`src/include/jba_pkg.sv`:
```
// shared constants and types of the scan-chain bus access link
package jba_pkg;
	localparam int         DR_W       = 35;
	localparam int         IR_W       = 5;
	localparam int         BA_W       = 36;
	localparam logic [4:0] IR_WORD    = 5'h11;
	localparam logic [4:0] IR_BLOCK   = 5'h12;
	localparam logic [4:0] IR_CANCEL  = 5'h13;
	localparam logic [4:0] IR_SYNC    = 5'h17;
	localparam logic [4:0] IR_DRST    = 5'h0c;
	localparam logic [4:0] IR_BYPASS  = 5'h1f;
	localparam logic [5:0] LEN_WORD   = 6'h23;
	localparam logic [5:0] LEN_BLOCK  = 6'h22;
	localparam logic [5:0] LEN_SYNC   = 6'h10;
	localparam logic [5:0] LEN_DRST   = 6'h05;
	localparam logic [5:0] LEN_ONE    = 6'h01;
	localparam logic [1:0] CAP_LOW    = 2'h1;
	localparam logic [4:0] CAP_PLAIN  = 5'h01;
	localparam logic [1:0] SIZE_WORD  = 2'h2;
	localparam int         DRST_CPU   = 0;
	localparam int         DRST_SYS   = 3;
	localparam int         DRST_DBG   = 4;
	localparam logic [7:0] REG_CMD    = 8'h00;
	localparam logic [7:0] REG_TDI_LO = 8'h04;
	localparam logic [7:0] REG_TDI_HI = 8'h08;
	localparam logic [7:0] REG_STATUS = 8'h0c;
	localparam logic [7:0] REG_TDO_LO = 8'h10;
	localparam logic [7:0] REG_TDO_HI = 8'h14;
	localparam logic [1:0] OP_IR      = 2'h0;
	localparam logic [1:0] OP_DR      = 2'h1;
	localparam logic [1:0] OP_IDLE    = 2'h2;
	localparam logic [1:0] OP_RESET   = 2'h3;
	localparam logic [7:0] PRE_IR     = 8'h03;
	localparam logic [7:0] PRE_DR     = 8'h01;
	localparam logic [7:0] PRE_RESET  = 8'h1f;
	localparam logic [1:0] POST_UPD   = 2'h1;
	localparam logic [1:0] RESP_OKAY  = 2'h0;
	localparam logic [1:0] RESP_SLVERR = 2'h2;
	localparam int         TCK_HALF   = 8;
	typedef enum logic [3:0] {
		st_reset, st_idle, st_sel_dr, st_cap_dr, st_sh_dr, st_ex1_dr,
		st_pau_dr, st_ex2_dr, st_upd_dr, st_sel_ir, st_cap_ir, st_sh_ir,
		st_ex1_ir, st_pau_ir, st_ex2_ir, st_upd_ir
	} jba_tap_t;
endpackage : jba_pkg

```
`src/include/jba_if.sv`:
```
// scan-chain pins between the debug master and the device
`timescale 1ns/10ps
interface jba_if;
	logic tck;
	logic tms;
	logic tdi;
	logic tdo;
	logic tdo_oe;
	modport dev  (input tck, input tms, input tdi, output tdo, output tdo_oe);
	modport host (output tck, output tms, output tdi, input tdo, input tdo_oe);
endinterface : jba_if

```
`src/rtl/jba_dev.sv`:
```
// device end: test access port with bus access, sync and domain resets
// Contract
// - word access: 34 address bits, word size
// - address phase first, toggle on idle scan
// - master scans direction bit plus address
// - master shifts full address and write data
// - reads may stop shifting early
// - capture status pattern, error/busy before data; here they are shifted out after the read data
// - block access repeats, address advances by size
// - master sets start address beforehand
// - block code 0x12, 34-bit register
// - block scans chain through update
// - block word overhead four clocks
// - cancel aborts access, reports timeout
// - cancel register one bit, reads zero
// - sync loads 16-bit down-counter, busy
// - master polls busy after sync load
// - domain reset bits hold domains
// - master idles ten clocks after reset
// - master shifts all reset bits
// - five bits: cpu, buses, debug
//
// Decided for this implementation: the AXI4-Lite slave port and the register addresses.
`timescale 1ns/10ps
module jba_dev
	import jba_pkg::*;
#(
	parameter logic PROT = 1'b0
) (
	input  wire logic              aclk,
	input  wire logic              aresetn,
	jba_if.dev                     jt,
	output logic                   sb_req,
	output logic                   sb_we,
	output logic [BA_W-1:0]        sb_addr,
	output logic [1:0]             sb_size,
	output logic [31:0]            sb_wdata,
	output logic                   sb_cancel,
	input  wire logic              sb_ack,
	input  wire logic              sb_err,
	input  wire logic [31:0]       sb_rdata,
	output logic                   rst_cpu,
	output logic                   rst_sysbus,
	output logic                   rst_debug
);
	logic [2:0]      tck_q;
	logic [1:0]      tms_q;
	logic [1:0]      tdi_q;
	logic            tms_s;
	logic            tdi_s;
	logic            tck_rise;
	logic            tck_fall;
	jba_tap_t        tap;
	jba_tap_t        next_tap;
	logic [IR_W-1:0] ir;
	logic [IR_W-1:0] ir_sh;
	logic [IR_W-1:0] cap_ir;
	logic [DR_W-1:0] dr;
	logic [DR_W-1:0] next_dr;
	logic [DR_W-1:0] cap_dr;
	logic [5:0]      dr_len;
	logic            addr_phase;
	logic            err;
	logic            busy;
	logic [31:0]     rdata;
	logic [15:0]     sync_cnt;
	logic [4:0]      dom_rst;
	logic            upd_any;
	logic            upd_dr;
	logic            upd_ir;
	logic            word_upd;
	logic            blk_upd;
	logic            pref;
	logic            go;
	logic            go_we;
	logic [BA_W-1:0] inc;

	// tck is only sampled; two flops before any logic sees the pins
	always_ff @(posedge aclk) begin
		if (!aresetn) begin
			tck_q <= 3'h0;
			tms_q <= 2'h3;
			tdi_q <= 2'h0;
		end else begin
			tck_q <= {tck_q[1:0], jt.tck};
			tms_q <= {tms_q[0], jt.tms};
			tdi_q <= {tdi_q[0], jt.tdi};
		end
	end

	assign tms_s    = tms_q[1];
	assign tdi_s    = tdi_q[1];
	assign tck_rise = tck_q[1] & ~tck_q[2];
	assign tck_fall = ~tck_q[1] & tck_q[2];

	always_comb begin
		unique case (tap)
		st_reset:  next_tap = tms_s ? st_reset : st_idle;
		st_idle:   next_tap = tms_s ? st_sel_dr : st_idle;
		st_sel_dr: next_tap = tms_s ? st_sel_ir : st_cap_dr;
		st_cap_dr: next_tap = tms_s ? st_ex1_dr : st_sh_dr;
		st_sh_dr:  next_tap = tms_s ? st_ex1_dr : st_sh_dr;
		st_ex1_dr: next_tap = tms_s ? st_upd_dr : st_pau_dr;
		st_pau_dr: next_tap = tms_s ? st_ex2_dr : st_pau_dr;
		st_ex2_dr: next_tap = tms_s ? st_upd_dr : st_sh_dr;
		st_upd_dr: next_tap = tms_s ? st_sel_dr : st_idle;
		st_sel_ir: next_tap = tms_s ? st_reset : st_cap_ir;
		st_cap_ir: next_tap = tms_s ? st_ex1_ir : st_sh_ir;
		st_sh_ir:  next_tap = tms_s ? st_ex1_ir : st_sh_ir;
		st_ex1_ir: next_tap = tms_s ? st_upd_ir : st_pau_ir;
		st_pau_ir: next_tap = tms_s ? st_ex2_ir : st_pau_ir;
		st_ex2_ir: next_tap = tms_s ? st_upd_ir : st_sh_ir;
		st_upd_ir: next_tap = tms_s ? st_sel_dr : st_idle;
		endcase
	end

	always_ff @(posedge aclk) begin
		if (!aresetn)
			tap <= st_reset;
		else if (tck_rise)
			tap <= next_tap;
	end

	assign busy = sb_req | (sync_cnt != 16'h0);

	always_comb begin
		unique case (ir)
		IR_WORD, IR_BLOCK, IR_CANCEL, IR_SYNC:
			cap_ir = {PROT, err, busy, CAP_LOW};
		default:
			cap_ir = CAP_PLAIN;
		endcase
	end

	always_comb begin
		unique case (ir)
		IR_WORD:   dr_len = LEN_WORD;
		IR_BLOCK:  dr_len = LEN_BLOCK;
		IR_SYNC:   dr_len = LEN_SYNC;
		IR_DRST:   dr_len = LEN_DRST;
		default:   dr_len = LEN_ONE;
		endcase
	end

	// error and busy are shifted out after the read data
	always_comb begin
		unique case (ir)
		IR_WORD:
			cap_dr = addr_phase ? {33'h0, err, busy}
				: {1'b0, err, busy, rdata};
		IR_BLOCK:  cap_dr = {1'b0, err, busy, rdata};
		IR_SYNC:   cap_dr = {33'h0, err, busy};
		IR_DRST:   cap_dr = {30'h0, dom_rst};
		default:   cap_dr = '0;
		endcase
	end

	// bits enter at the top of the selected length, so data lands at bit 0
	always_comb begin
		next_dr = {1'b0, dr[DR_W-1:1]};
		next_dr[dr_len - 6'h01] = tdi_s;
	end

	always_ff @(posedge aclk) begin
		if (!aresetn) begin
			dr    <= '0;
			ir_sh <= '0;
		end else if (tck_rise) begin
			if (tap == st_cap_dr)
				dr <= cap_dr;
			else if (tap == st_sh_dr)
				dr <= next_dr;
			if (tap == st_cap_ir)
				ir_sh <= cap_ir;
			else if (tap == st_sh_ir)
				ir_sh <= {tdi_s, ir_sh[IR_W-1:1]};
		end
	end

	always_ff @(posedge aclk) begin
		if (!aresetn) begin
			jt.tdo    <= 1'b0;
			jt.tdo_oe <= 1'b0;
		end else if (tck_fall) begin
			jt.tdo    <= (tap == st_sh_ir) ? ir_sh[0] : dr[0];
			jt.tdo_oe <= (tap == st_sh_ir) | (tap == st_sh_dr);
		end
	end

	assign upd_any  = tck_fall & (tap == st_upd_dr);
	assign upd_dr   = upd_any & ~busy;
	assign upd_ir   = tck_fall & (tap == st_upd_ir);
	assign word_upd = upd_dr & (ir == IR_WORD);
	assign blk_upd  = upd_dr & (ir == IR_BLOCK);
	// entering block reads fetches the next location for the first scan
	assign pref     = upd_ir & (ir_sh == IR_BLOCK) & ~sb_we & ~busy;
	assign go       = (word_upd & (addr_phase ? dr[0] : sb_we))
		| blk_upd | pref;
	assign go_we    = word_upd ? ~addr_phase : sb_we;
	assign inc      = BA_W'(1) << sb_size;

	always_ff @(posedge aclk) begin
		if (!aresetn)
			ir <= IR_BYPASS;
		else if (tck_rise && tap == st_reset)
			ir <= IR_BYPASS;
		else if (upd_ir)
			ir <= ir_sh;
	end

	always_ff @(posedge aclk) begin
		if (!aresetn)
			addr_phase <= 1'b1;
		else if (upd_ir)
			addr_phase <= 1'b1;
		else if (word_upd)
			addr_phase <= ~addr_phase;
	end

	// sb_we keeps the direction of the last access for block repeats
	always_ff @(posedge aclk) begin
		if (!aresetn) begin
			sb_addr <= '0;
			sb_size <= SIZE_WORD;
			sb_we   <= 1'b0;
		end else if (word_upd && addr_phase) begin
			sb_addr <= {dr[34:1], 2'h0};
			sb_size <= SIZE_WORD;
			sb_we   <= ~dr[0];
		end else if (blk_upd || pref) begin
			sb_addr <= sb_addr + inc;
		end
	end

	always_ff @(posedge aclk) begin
		if (!aresetn) begin
			sb_req   <= 1'b0;
			sb_wdata <= 32'h0;
		end else if (sb_req) begin
			if (sb_ack)
				sb_req <= 1'b0;
		end else if (go) begin
			sb_req <= 1'b1;
			if (go_we)
				sb_wdata <= dr[31:0];
		end
	end

	// cancel may take long; busy stays up until the bus answers
	always_ff @(posedge aclk) begin
		if (!aresetn)
			sb_cancel <= 1'b0;
		else if (!sb_req || sb_ack)
			sb_cancel <= 1'b0;
		else if (upd_ir && ir_sh == IR_CANCEL)
			sb_cancel <= 1'b1;
	end

	always_ff @(posedge aclk) begin
		if (!aresetn) begin
			err   <= 1'b0;
			rdata <= 32'h0;
		end else if (sb_req && sb_ack) begin
			err <= sb_err | sb_cancel;
			if (!sb_we)
				rdata <= sb_rdata;
		end
	end

	always_ff @(posedge aclk) begin
		if (!aresetn)
			sync_cnt <= 16'h0;
		else if (upd_dr && ir == IR_SYNC)
			sync_cnt <= dr[15:0];
		else if (sync_cnt != 16'h0)
			sync_cnt <= sync_cnt - 16'h1;
	end

	// domain resets are not gated by busy: they must always get through
	always_ff @(posedge aclk) begin
		if (!aresetn)
			dom_rst <= 5'h0;
		else if (upd_any && ir == IR_DRST)
			dom_rst <= dr[4:0];
	end

	assign rst_cpu    = dom_rst[DRST_CPU];
	assign rst_sysbus = dom_rst[DRST_SYS];
	assign rst_debug  = dom_rst[DRST_DBG];
endmodule : jba_dev

```
`src/flat_wrapper.sv`:
```
// flat-port wrapper written by rule: the top's interface ports become plain ports
module jba_dev_flat import jba_pkg::*;
#(
	parameter logic PROT = 1'b0
)
  (aclk, aresetn, sb_req, sb_we, sb_addr, sb_size, sb_wdata, sb_cancel, sb_ack, sb_err, sb_rdata, rst_cpu, rst_sysbus, rst_debug, jt_tck, jt_tms, jt_tdi, jt_tdo, jt_tdo_oe);
  jba_if jt_i ();
  input  wire logic aclk;
  input  wire logic aresetn;
  output logic sb_req;
  output logic sb_we;
  output logic [BA_W-1:0] sb_addr;
  output logic [1:0] sb_size;
  output logic [31:0] sb_wdata;
  output logic sb_cancel;
  input  wire logic sb_ack;
  input  wire logic sb_err;
  input  wire logic [31:0] sb_rdata;
  output logic rst_cpu;
  output logic rst_sysbus;
  output logic rst_debug;
  input wire logic [$bits(jt_i.tck)-1:0] jt_tck;
  input wire logic [$bits(jt_i.tms)-1:0] jt_tms;
  input wire logic [$bits(jt_i.tdi)-1:0] jt_tdi;
  output wire logic [$bits(jt_i.tdo)-1:0] jt_tdo;
  output wire logic [$bits(jt_i.tdo_oe)-1:0] jt_tdo_oe;
  assign jt_i.tck = jt_tck;
  assign jt_i.tms = jt_tms;
  assign jt_i.tdi = jt_tdi;
  assign jt_tdo = jt_i.tdo;
  assign jt_tdo_oe = jt_i.tdo_oe;
  jba_dev #(.PROT(PROT)) u_core (.aclk(aclk), .aresetn(aresetn), .jt(jt_i), .sb_req(sb_req), .sb_we(sb_we), .sb_addr(sb_addr), .sb_size(sb_size), .sb_wdata(sb_wdata), .sb_cancel(sb_cancel), .sb_ack(sb_ack), .sb_err(sb_err), .sb_rdata(sb_rdata), .rst_cpu(rst_cpu), .rst_sysbus(rst_sysbus), .rst_debug(rst_debug));
endmodule
```
`config.mk`:
```
export PLATFORM = sky130hd
export DESIGN_NAME = jba_dev_flat
export DESIGN_NICKNAME = d
export VERILOG_FILES = /design/src/include/jba_pkg.sv /design/src/include/jba_if.sv /design/src/rtl/jba_dev.sv /design/src/flat_wrapper.sv
export SDC_FILE = /design/constraint.sdc
export NUM_CORES = 1
export LEC_CHECK = 0
export BUFFER_PORTS_ARGS = -buffer_cell sky130_fd_sc_hd__buf_2
export CAP_MARGIN = 40
export CELL_PAD_IN_SITES_DETAIL_PLACEMENT = 1
export CELL_PAD_IN_SITES_GLOBAL_PLACEMENT = 1
export CORE_ASPECT_RATIO = 1.75
export CORE_MARGIN = 3
export CORE_UTILIZATION = 38
export DETAILED_ROUTE_END_ITERATION = 8
export GPL_TIMING_DRIVEN = 0
export PLACE_DENSITY_LB_ADDON = 0.1
export SETUP_SLACK_MARGIN = 0.2
export SKIP_CTS_REPAIR_TIMING = 1
export SYNTH_ARGS = -nofsm -noshare
export SYNTH_HDL_FRONTEND = slang
export SYNTH_SLANG_ARGS = --single-unit
```
`constraint.sdc`:
```
create_clock -name aclk -period 2.92 [get_ports aclk]
set_input_delay 0.584 -clock aclk [delete_from_list [all_inputs] [get_ports aclk]]
set_output_delay 0.584 -clock aclk [all_outputs]
set_load 0.02 [all_outputs]
```
Word level (Yosys, flattened, before mapping) --
Index checks and enable logic that the tools add are counted.
Operators by class: add/subtract/negate cells 3, $mul 0, div/mod/pow operators 0, $lt $le $gt $ge 2, equal/unequal tests 22, shift-type cells 0, multiplexer cells 34, bitwise operators 24, reduce and logical (&&, ||, !) cells 28
Operator list (number):
- case mux 35 bit (4 select lines) | 1
- two-way mux 36 bit | 2
- two-way mux 35 bit | 2
- case mux 4 bit (12 select lines) | 1
- adder 36 x 3 -> 36 bit, second input constant | 1
- bitwise mux 35 bit | 1
- two-way mux 34 bit | 1
- equality test 4 bit, second input constant | 8
- two-way mux 16 bit | 2
- equality test 5 bit, second input constant | 6
- case mux 6 bit (4 select lines) | 1
- two-way mux 4 bit | 5
- equality test 4 x 3 -> 1 bit, second input constant | 4
- nonzero test 16 bit | 1
- subtractor 16 x 1 -> 16 bit, second input constant | 1
- OR reduction 2 bit | 6
- bitwise AND 1 bit | 11
- two-way mux 1 bit | 10
- two-way mux 5 bit | 2
- equality test 4 x 2 -> 1 bit, second input constant | 2
- NOT 1 bit | 8
- nonzero test 2 bit | 4
- logical AND 1 bit | 7
- less-than comparator 6 x 7 -> 1 bit, second input constant | 1
- other kinds (15) | 25
Word-level totals: register bits after elaboration 184, bits in latches 0, RAM bits 0, bits in read-only memories 0, bits of input ports 39, output and inout bits 78, logic and storage cells 133, memories kept 0

Depth between registers and ports, before layout --
depth after elaboration 10, gate-level depth with buffers 13, depth with buffers taken out 11

Least setup slack after synthesis --
OpenSTA, ideal clock, no wires.
path type register to register, start register u_core.ir[4], end register u_core.dr[29], library setup time 0.123 ns, arrival 2.999 ns, required time 2.797 ns, slack -0.202 ns, stages on the path, launching flop included 12, path buffers 1, period minus slack after synthesis 3.122 ns, path through dfxtp_1 > nor3b_1 > a22oi_1 > clkbuf_1 > nor2_1 > ha_1 > ha_1 > nor2b_1 > nor3b_1 > mux2_2 > a221oi_1 > nor2_1
Between the ends: cells in the longest elaborated chain, start to end 10, elaborated cells between the ends (all ways) 15, those cells by class add/sub: 1; order compare: 2; eq/ne: 4; mux: 7; reduce/logical: 1
RTL lines:
- from (decl) | line jba_dev.sv:55 | logic [IR_W-1:0] ir;
- from (signal assigned) | line jba_dev.sv:208 | ir <= ir_sh;
- equality test 5 x 4 -> 1 bit / equality test 5 bit (equally long branches) | line jba_dev.sv:136, jba_dev.sv:147
- case mux 6 bit (4 select lines) | line jba_dev.sv:136 | unique case (ir)
- subtractor 6 x 1 -> 6 bit | line jba_dev.sv:161 | next_dr[dr_len - 6'h01] = tdi_s;
- less-than comparator 6 x 7 -> 1 bit (implied by the code) / >= comparator 6 x 1 -> 1 bit (equally long branches) | line jba_dev.sv:161
- logical AND 1 bit (implied by the code) | line jba_dev.sv:161
- two-way mux 1 bit (implied by the code) | line jba_dev.sv:161
- demux 1 bit (select 6 bit)
- bitwise mux 35 bit | line jba_dev.sv:161
- two-way mux 35 bit | line jba_dev.sv:171 | else if (tap == st_sh_dr)
- two-way mux 35 bit * | line jba_dev.sv:169 | if (tap == st_cap_dr)
- to (signal assigned) | line jba_dev.sv:170 | dr <= cap_dr;
- to (signal assigned) | line jba_dev.sv:172 | dr <= next_dr;
- to (decl) | line jba_dev.sv:58 | logic [DR_W-1:0] dr;
Every way passes the cells marked *; elsewhere a longest branch is shown, timed or not. The select of a mux whose other input is x is not followed. A chain may end at the register's enable or synchronous reset.

Worst setup path in the final report --
start register u_core.ir[1], end register u_core.dr[18]
Same word-level chain as after synthesis.

==> impl_metrics.prom <==
# TYPE chip_impl_metric gauge
chip_impl_info{name="synthFlopType",value="sky130_fd_sc_hd__dfxtp_1"} 1
chip_impl_metric{name="cts.clk_slew.worst_paths",unit="ns"} 0.07
chip_impl_metric{name="number_of_antenna_violations_at_the_first_check_in_global_routing",unit=""} 0
chip_impl_metric{name="clock_sink_count",unit=""} 182
chip_impl_metric{name="clkLatencyLatePin",unit="ns"} 0.45
chip_impl_metric{name="synth_edf_count",unit=""} 0
chip_impl_metric{name="gp_routability_congestion",unit=""} 0.882
chip_impl_metric{name="finClkSkew",unit="ns"} 0.0104
chip_impl_metric{name="avgSynthCellArea",unit="um2"} 7.95
chip_impl_info{name="cell_accounting_for_the_most_synthesized_area",value="sky130_fd_sc_hd__dfxtp_1"} 1
chip_impl_metric{name="areaGrowthSynthToFinish",unit="%"} 25.8
chip_impl_metric{name="cts_buffers",unit=""} 17
chip_impl_metric{name="switching_part_of_the_total",unit="%"} 28.7
chip_impl_info{name="result_of_the_run",value="complete, no violations"} 1
chip_impl_metric{name="die_w",unit="um"} 119
chip_impl_metric{name="powerDensity",unit="nW/um2"} 568
chip_impl_info{name="worstReg2RegStart",value="u_core.ir[1]$_SDFFE_PP1P_"} 1
chip_impl_metric{name="design_power",unit="mW"} 6.07
chip_impl_info{name="worst_setup_path_startpoint",value="u_core.ir[1]$_SDFFE_PP1P_"} 1
chip_impl_metric{name="final_hold_violation_count",unit=""} 0
chip_impl_info{name="path_class",value="reg -> reg"} 1
chip_impl_metric{name="num_rows",unit=""} 71
chip_impl_metric{name="final.hold.worst_slack",unit="ns"} 0.328
chip_impl_metric{name="r2r_cells",unit=""} 13
chip_impl_metric{name="area_share_of_the_largest_cell_type_after_synthesis",unit="%"} 42.8
chip_impl_metric{name="clock_tree.buffer_depth",unit=""} 2
chip_impl_metric{name="final_antenna_net_count",unit=""} 0
chip_impl_metric{name="initial_utilization",unit="%"} 39.1
chip_impl_metric{name="maxCapViolCount",unit=""} 0
chip_impl_metric{name="p_int",unit="mW"} 4.33
chip_impl_info{name="setup.worst_path.end_class",value="register"} 1
chip_impl_metric{name="syn-instance-count",unit=""} 1070
chip_impl_info{name="crit_end",value="u_core.dr[18]$_SDFFE_PN0P_"} 1
chip_impl_metric{name="final_layout_size_suffix_gt1_share",unit="%"} 21.9
chip_impl_metric{name="final.fill_count",unit=""} 2700
chip_impl_metric{name="final_slew_violations",unit=""} 0
chip_impl_metric{name="grt_first_pass_wirelength",unit="um"} 51500
chip_impl_metric{name="final.period_utilization",unit="%"} 93.1
chip_impl_metric{name="dp_hpwl",unit="um"} 25500
chip_impl_info{name="min_path_type",value="in -> reg"} 1
chip_impl_metric{name="grt-ovfl-total",unit=""} 0
chip_impl_metric{name="largest_net_degree_at_the_start_of_global_routing",unit=""} 17
chip_impl_metric{name="reg2reg_setup_slack",unit="ns"} 0.20
chip_impl_metric{name="violation_count_after_the_first_detailed_route_iteration",unit=""} 430
chip_impl_metric{name="synthDistinctLibCells",unit=""} 65
chip_impl_metric{name="wl_per_cell",unit="um"} 22.3
chip_impl_metric{name="synthesis.yosys.warnings",unit=""} 0
chip_impl_metric{name="die_area",unit="um2"} 24300
chip_impl_metric{name="number_of_global_route_vias_before_repair",unit=""} 8998
chip_impl_metric{name="port_buffers",unit=""} 112
chip_impl_metric{name="final_critical_delay_including_setup_and_external_delays",unit="ns"} 2.72
chip_impl_metric{name="clock_share_of_power",unit="%"} 38.2
chip_impl_metric{name="place_area",unit="um2"} 9510
chip_impl_metric{name="wirelength",unit="um"} 34400
chip_impl_metric{name="cts.htree.levels",unit=""} 4
chip_impl_metric{name="grt_overall_usage",unit="%"} 27.6
chip_impl_metric{name="setup_violations",unit=""} 0
chip_impl_metric{name="seq_power_share",unit="%"} 44.3
chip_impl_metric{name="timing.slew.headroom",unit="%"} 38.7
chip_impl_metric{name="top_level_ports",unit=""} 117
chip_impl_info{name="setup_repair_after_global_routing_missed_its_margin",value="yes"} 1
chip_impl_info{name="post_synth_main_area_contributors",value="sky130_fd_sc_hd__dfxtp_1 43%, sky130_fd_sc_hd__nand2_1 7.0%, sky130_fd_sc_hd__a21oi_1 5.5%, sky130_fd_sc_hd__o21ai_0 4.3%, sky130_fd_sc_hd__nand3_1 4.1%"} 1
chip_impl_metric{name="peakVddDrop",unit="mV"} 0.411
chip_impl_metric{name="first_pass_iteration_count_of_the_detailed_router",unit=""} 5
chip_impl_info{name="r2r-end",value="u_core.dr[18]$_SDFFE_PN0P_"} 1
chip_impl_metric{name="viasPerCell",unit=""} 5.81
chip_impl_metric{name="netSwitchingPower",unit="mW"} 1.74
chip_impl_metric{name="die_h",unit="um"} 204
chip_impl_metric{name="floorplan.core_area",unit="um2"} 21800
chip_impl_metric{name="ys_seq_area_share",unit="%"} 42.8
chip_impl_metric{name="worst-slew-pin-transition",unit="ns"} 0.919
chip_impl_metric{name="comb_power_share",unit="%"} 17.6
chip_impl_metric{name="cp.required",unit="ns"} 3.26
chip_impl_info{name="cts.root.buffer_cell",value="sky130_fd_sc_hd__clkbuf_16"} 1
chip_impl_metric{name="critical_path_fanouts_max",unit=""} 7
chip_impl_metric{name="antennaDiodeCount",unit=""} 0
chip_impl_metric{name="leakage",unit="nW"} 4.05
chip_impl_metric{name="final_util",unit="%"} 49.2
chip_impl_metric{name="final_design_area_no_fill",unit="um2"} 10700
chip_impl_metric{name="num-nets-final",unit=""} 1279
chip_impl_metric{name="syn_area",unit="um2"} 8500
chip_impl_metric{name="yosys_register_bits",unit=""} 182
chip_impl_metric{name="ys_async_sr_fraction",unit="%"} 0
chip_impl_info{name="critical_path_start_type",value="register"} 1
chip_impl_metric{name="dr_total_vias",unit=""} 8949
chip_impl_info{name="tritoncts",value="yes"} 1
chip_impl_metric{name="drc_errors",unit=""} 0
chip_impl_metric{name="clock.fmax",unit="GHz"} 0.368
chip_impl_metric{name="cp_data_arrival_time",unit="ns"} 3.05
-- critical path, stage by stage, from the launching register on --
cell and delay, ns:
sky130_fd_sc_hd__dfxtp_2 0.32, sky130_fd_sc_hd__buf_6 0.13, sky130_fd_sc_hd__xor2_4 0.16, sky130_fd_sc_hd__a22oi_2 0.26, sky130_fd_sc_hd__clkbuf_8 0.21, sky130_fd_sc_hd__nor2_4 0.04
sky130_fd_sc_hd__ha_4 0.16, sky130_fd_sc_hd__ha_4 0.29, sky130_fd_sc_hd__nor2b_4 0.17, sky130_fd_sc_hd__buf_6 0.12, sky130_fd_sc_hd__nand4_1 0.14, sky130_fd_sc_hd__mux2_4 0.34
sky130_fd_sc_hd__a221oi_2 0.23, sky130_fd_sc_hd__nor2_1 0.06
-- placed cells by master, fill, tap and decap left out, drive strengths merged, types with 3 or more instances in the layout --
master,instances
dfxtp,182
buf,161
nand2,158
a21oi,94
clkbuf,92
nor2,89
o21ai,73
nand3,70
a221oi,31
nor3,30
nand4,21
and3,17
mux2i,14
xor2,14
mux2,14
a31oi,13
and2,13
nor2b,13
inv,11
a211oi,10
nand2b,9
a22oi,9
a2bb2oi,8
nor4,8
nor3b,7
or4,7
o211ai,6
or3,5
or2,5
and4,4
o21a,4
xnor2,4
conb,4
clkinv,4
ha,4
nand4b,3
a32oi,3
a311oi,3
-- worst min path at each step --
stage                                          start                    endpoint  slack (ns)  cells after the start
final                                         jt_tms  u_core.tms_q[0]$_SDFF_PN1_        0.33                      2
after global routing                          jt_tms  u_core.tms_q[0]$_SDFF_PN1_        0.35                      2
after CTS                                     jt_tms  u_core.tms_q[0]$_SDFF_PN1_        0.32                      2
after detailed placement  u_core.tms_q[0]$_SDFF_PN1_  u_core.tms_q[1]$_SDFF_PN1_        0.40                      1
after global placement    u_core.tms_q[0]$_SDFF_PN1_  u_core.tms_q[1]$_SDFF_PN1_        0.40                      1
after floorplan           u_core.tms_q[0]$_SDFF_PN1_  u_core.tms_q[1]$_SDFF_PN1_        0.39                      1
-- kinds of logic (layout without fill, tap and decap cells) --
group | after synthesis | count (layout) | share of synthesized area [%]
other | 2 | 4 | 0.0883
xor gates and xnor gates | 18 | 18 | 1.85
adders and majority gates | 4 | 4 | 0.589
DFF | 182 | 182 | 42.8
buffers and inverters | 97 | 272 | 4.61
muxes | 28 | 28 | 3.50
AOI/OAI and AO/OA | 276 | 276 | 20.5
and+or+nand+nor | 463 | 463 | 26.0
-- final cells by class --
class / count / area, um2 / area share, %
timing repair buffer: 145 / 852 / 7.96
clock inverter: 8 / 100 / 0.935
multi-input combinational: 793 / 4760 / 44.5
clock buffer: 22 / 464 / 4.34
tap: 292 / 365 / 3.41
sequential: 182 / 3650 / 34.1
buffer: 87 / 468 / 4.37
inverter: 10 / 37.5 / 0.351
-- per-layer routing --
layer	vias up	part of all wire [%]	GRT usage (%)
met5	-	0	0
met4	0	6.3	16.6
met3	97	3.8	3.16
met2	267	53	51.3
met1	4407	37	29.5
li1	4178	-	-
-- power by group through the flow --
stage | clock network, mW | logic, mW | registers (mW)
global placement | 0 | 0.879 | 2.73
detailed placement | 0 | 0.913 | 2.73
floorplan | 0 | 0.670 | 2.70
global route | 2.43 | 1.18 | 2.70
finish | 2.32 | 1.07 | 2.69
CTS | 2.33 | 0.925 | 2.68
-- Yosys cell counts, types with 12 or more instances --
cell type                  count
sky130_fd_sc_hd__dfxtp_1     182
sky130_fd_sc_hd__nand2_1     158
sky130_fd_sc_hd__a21oi_1      93
sky130_fd_sc_hd__nor2_1       89
sky130_fd_sc_hd__clkbuf_1     75
sky130_fd_sc_hd__o21ai_0      73
sky130_fd_sc_hd__nand3_1      70
sky130_fd_sc_hd__a221oi_1     31
sky130_fd_sc_hd__nor3_1       30
sky130_fd_sc_hd__nand4_1      21
sky130_fd_sc_hd__and3_1       17
sky130_fd_sc_hd__mux2i_1      14
sky130_fd_sc_hd__xor2_1       14
sky130_fd_sc_hd__a31oi_1      13
sky130_fd_sc_hd__mux2_2       13
sky130_fd_sc_hd__nor2b_1      13
sky130_fd_sc_hd__and2_1       12
-- flip-flops by register name, indices dropped and copies added, names as in the netlist --
signal	count
u_core.jt.tdo	1
u_core.dom_rst	5
u_core.sync_cnt	16
u_core.sb_wdata	32
u_core.tms_q	2
u_core.sb_we	1
u_core.rdata	32
u_core.sb_addr	34
u_core.tdi_q	2
u_core.sb_cancel	1
u_core.ir_sh	5
u_core.tck_q	3
u_core.jt.tdo_oe	1
u_core.ir	5
u_core.sb_req	1
u_core.dr	35
u_core.addr_phase	1
u_core.tap	4
u_core.err	1
-- through the flow --
step | cells | worst slack (ns) | setup TNS [ns]
after floorplan | 1072 | 0.220 | 0
after global placement | 1476 | -0.812 | -33.19
after detailed placement | 1480 | -0.555 | -18.47
after CTS | 1510 | -0.594 | -20.48
after global routing | 1539 | 0.118 | 0
final | 1539 | 0.202 | 0
Note: power is estimated with default switching activity, not from simulation.
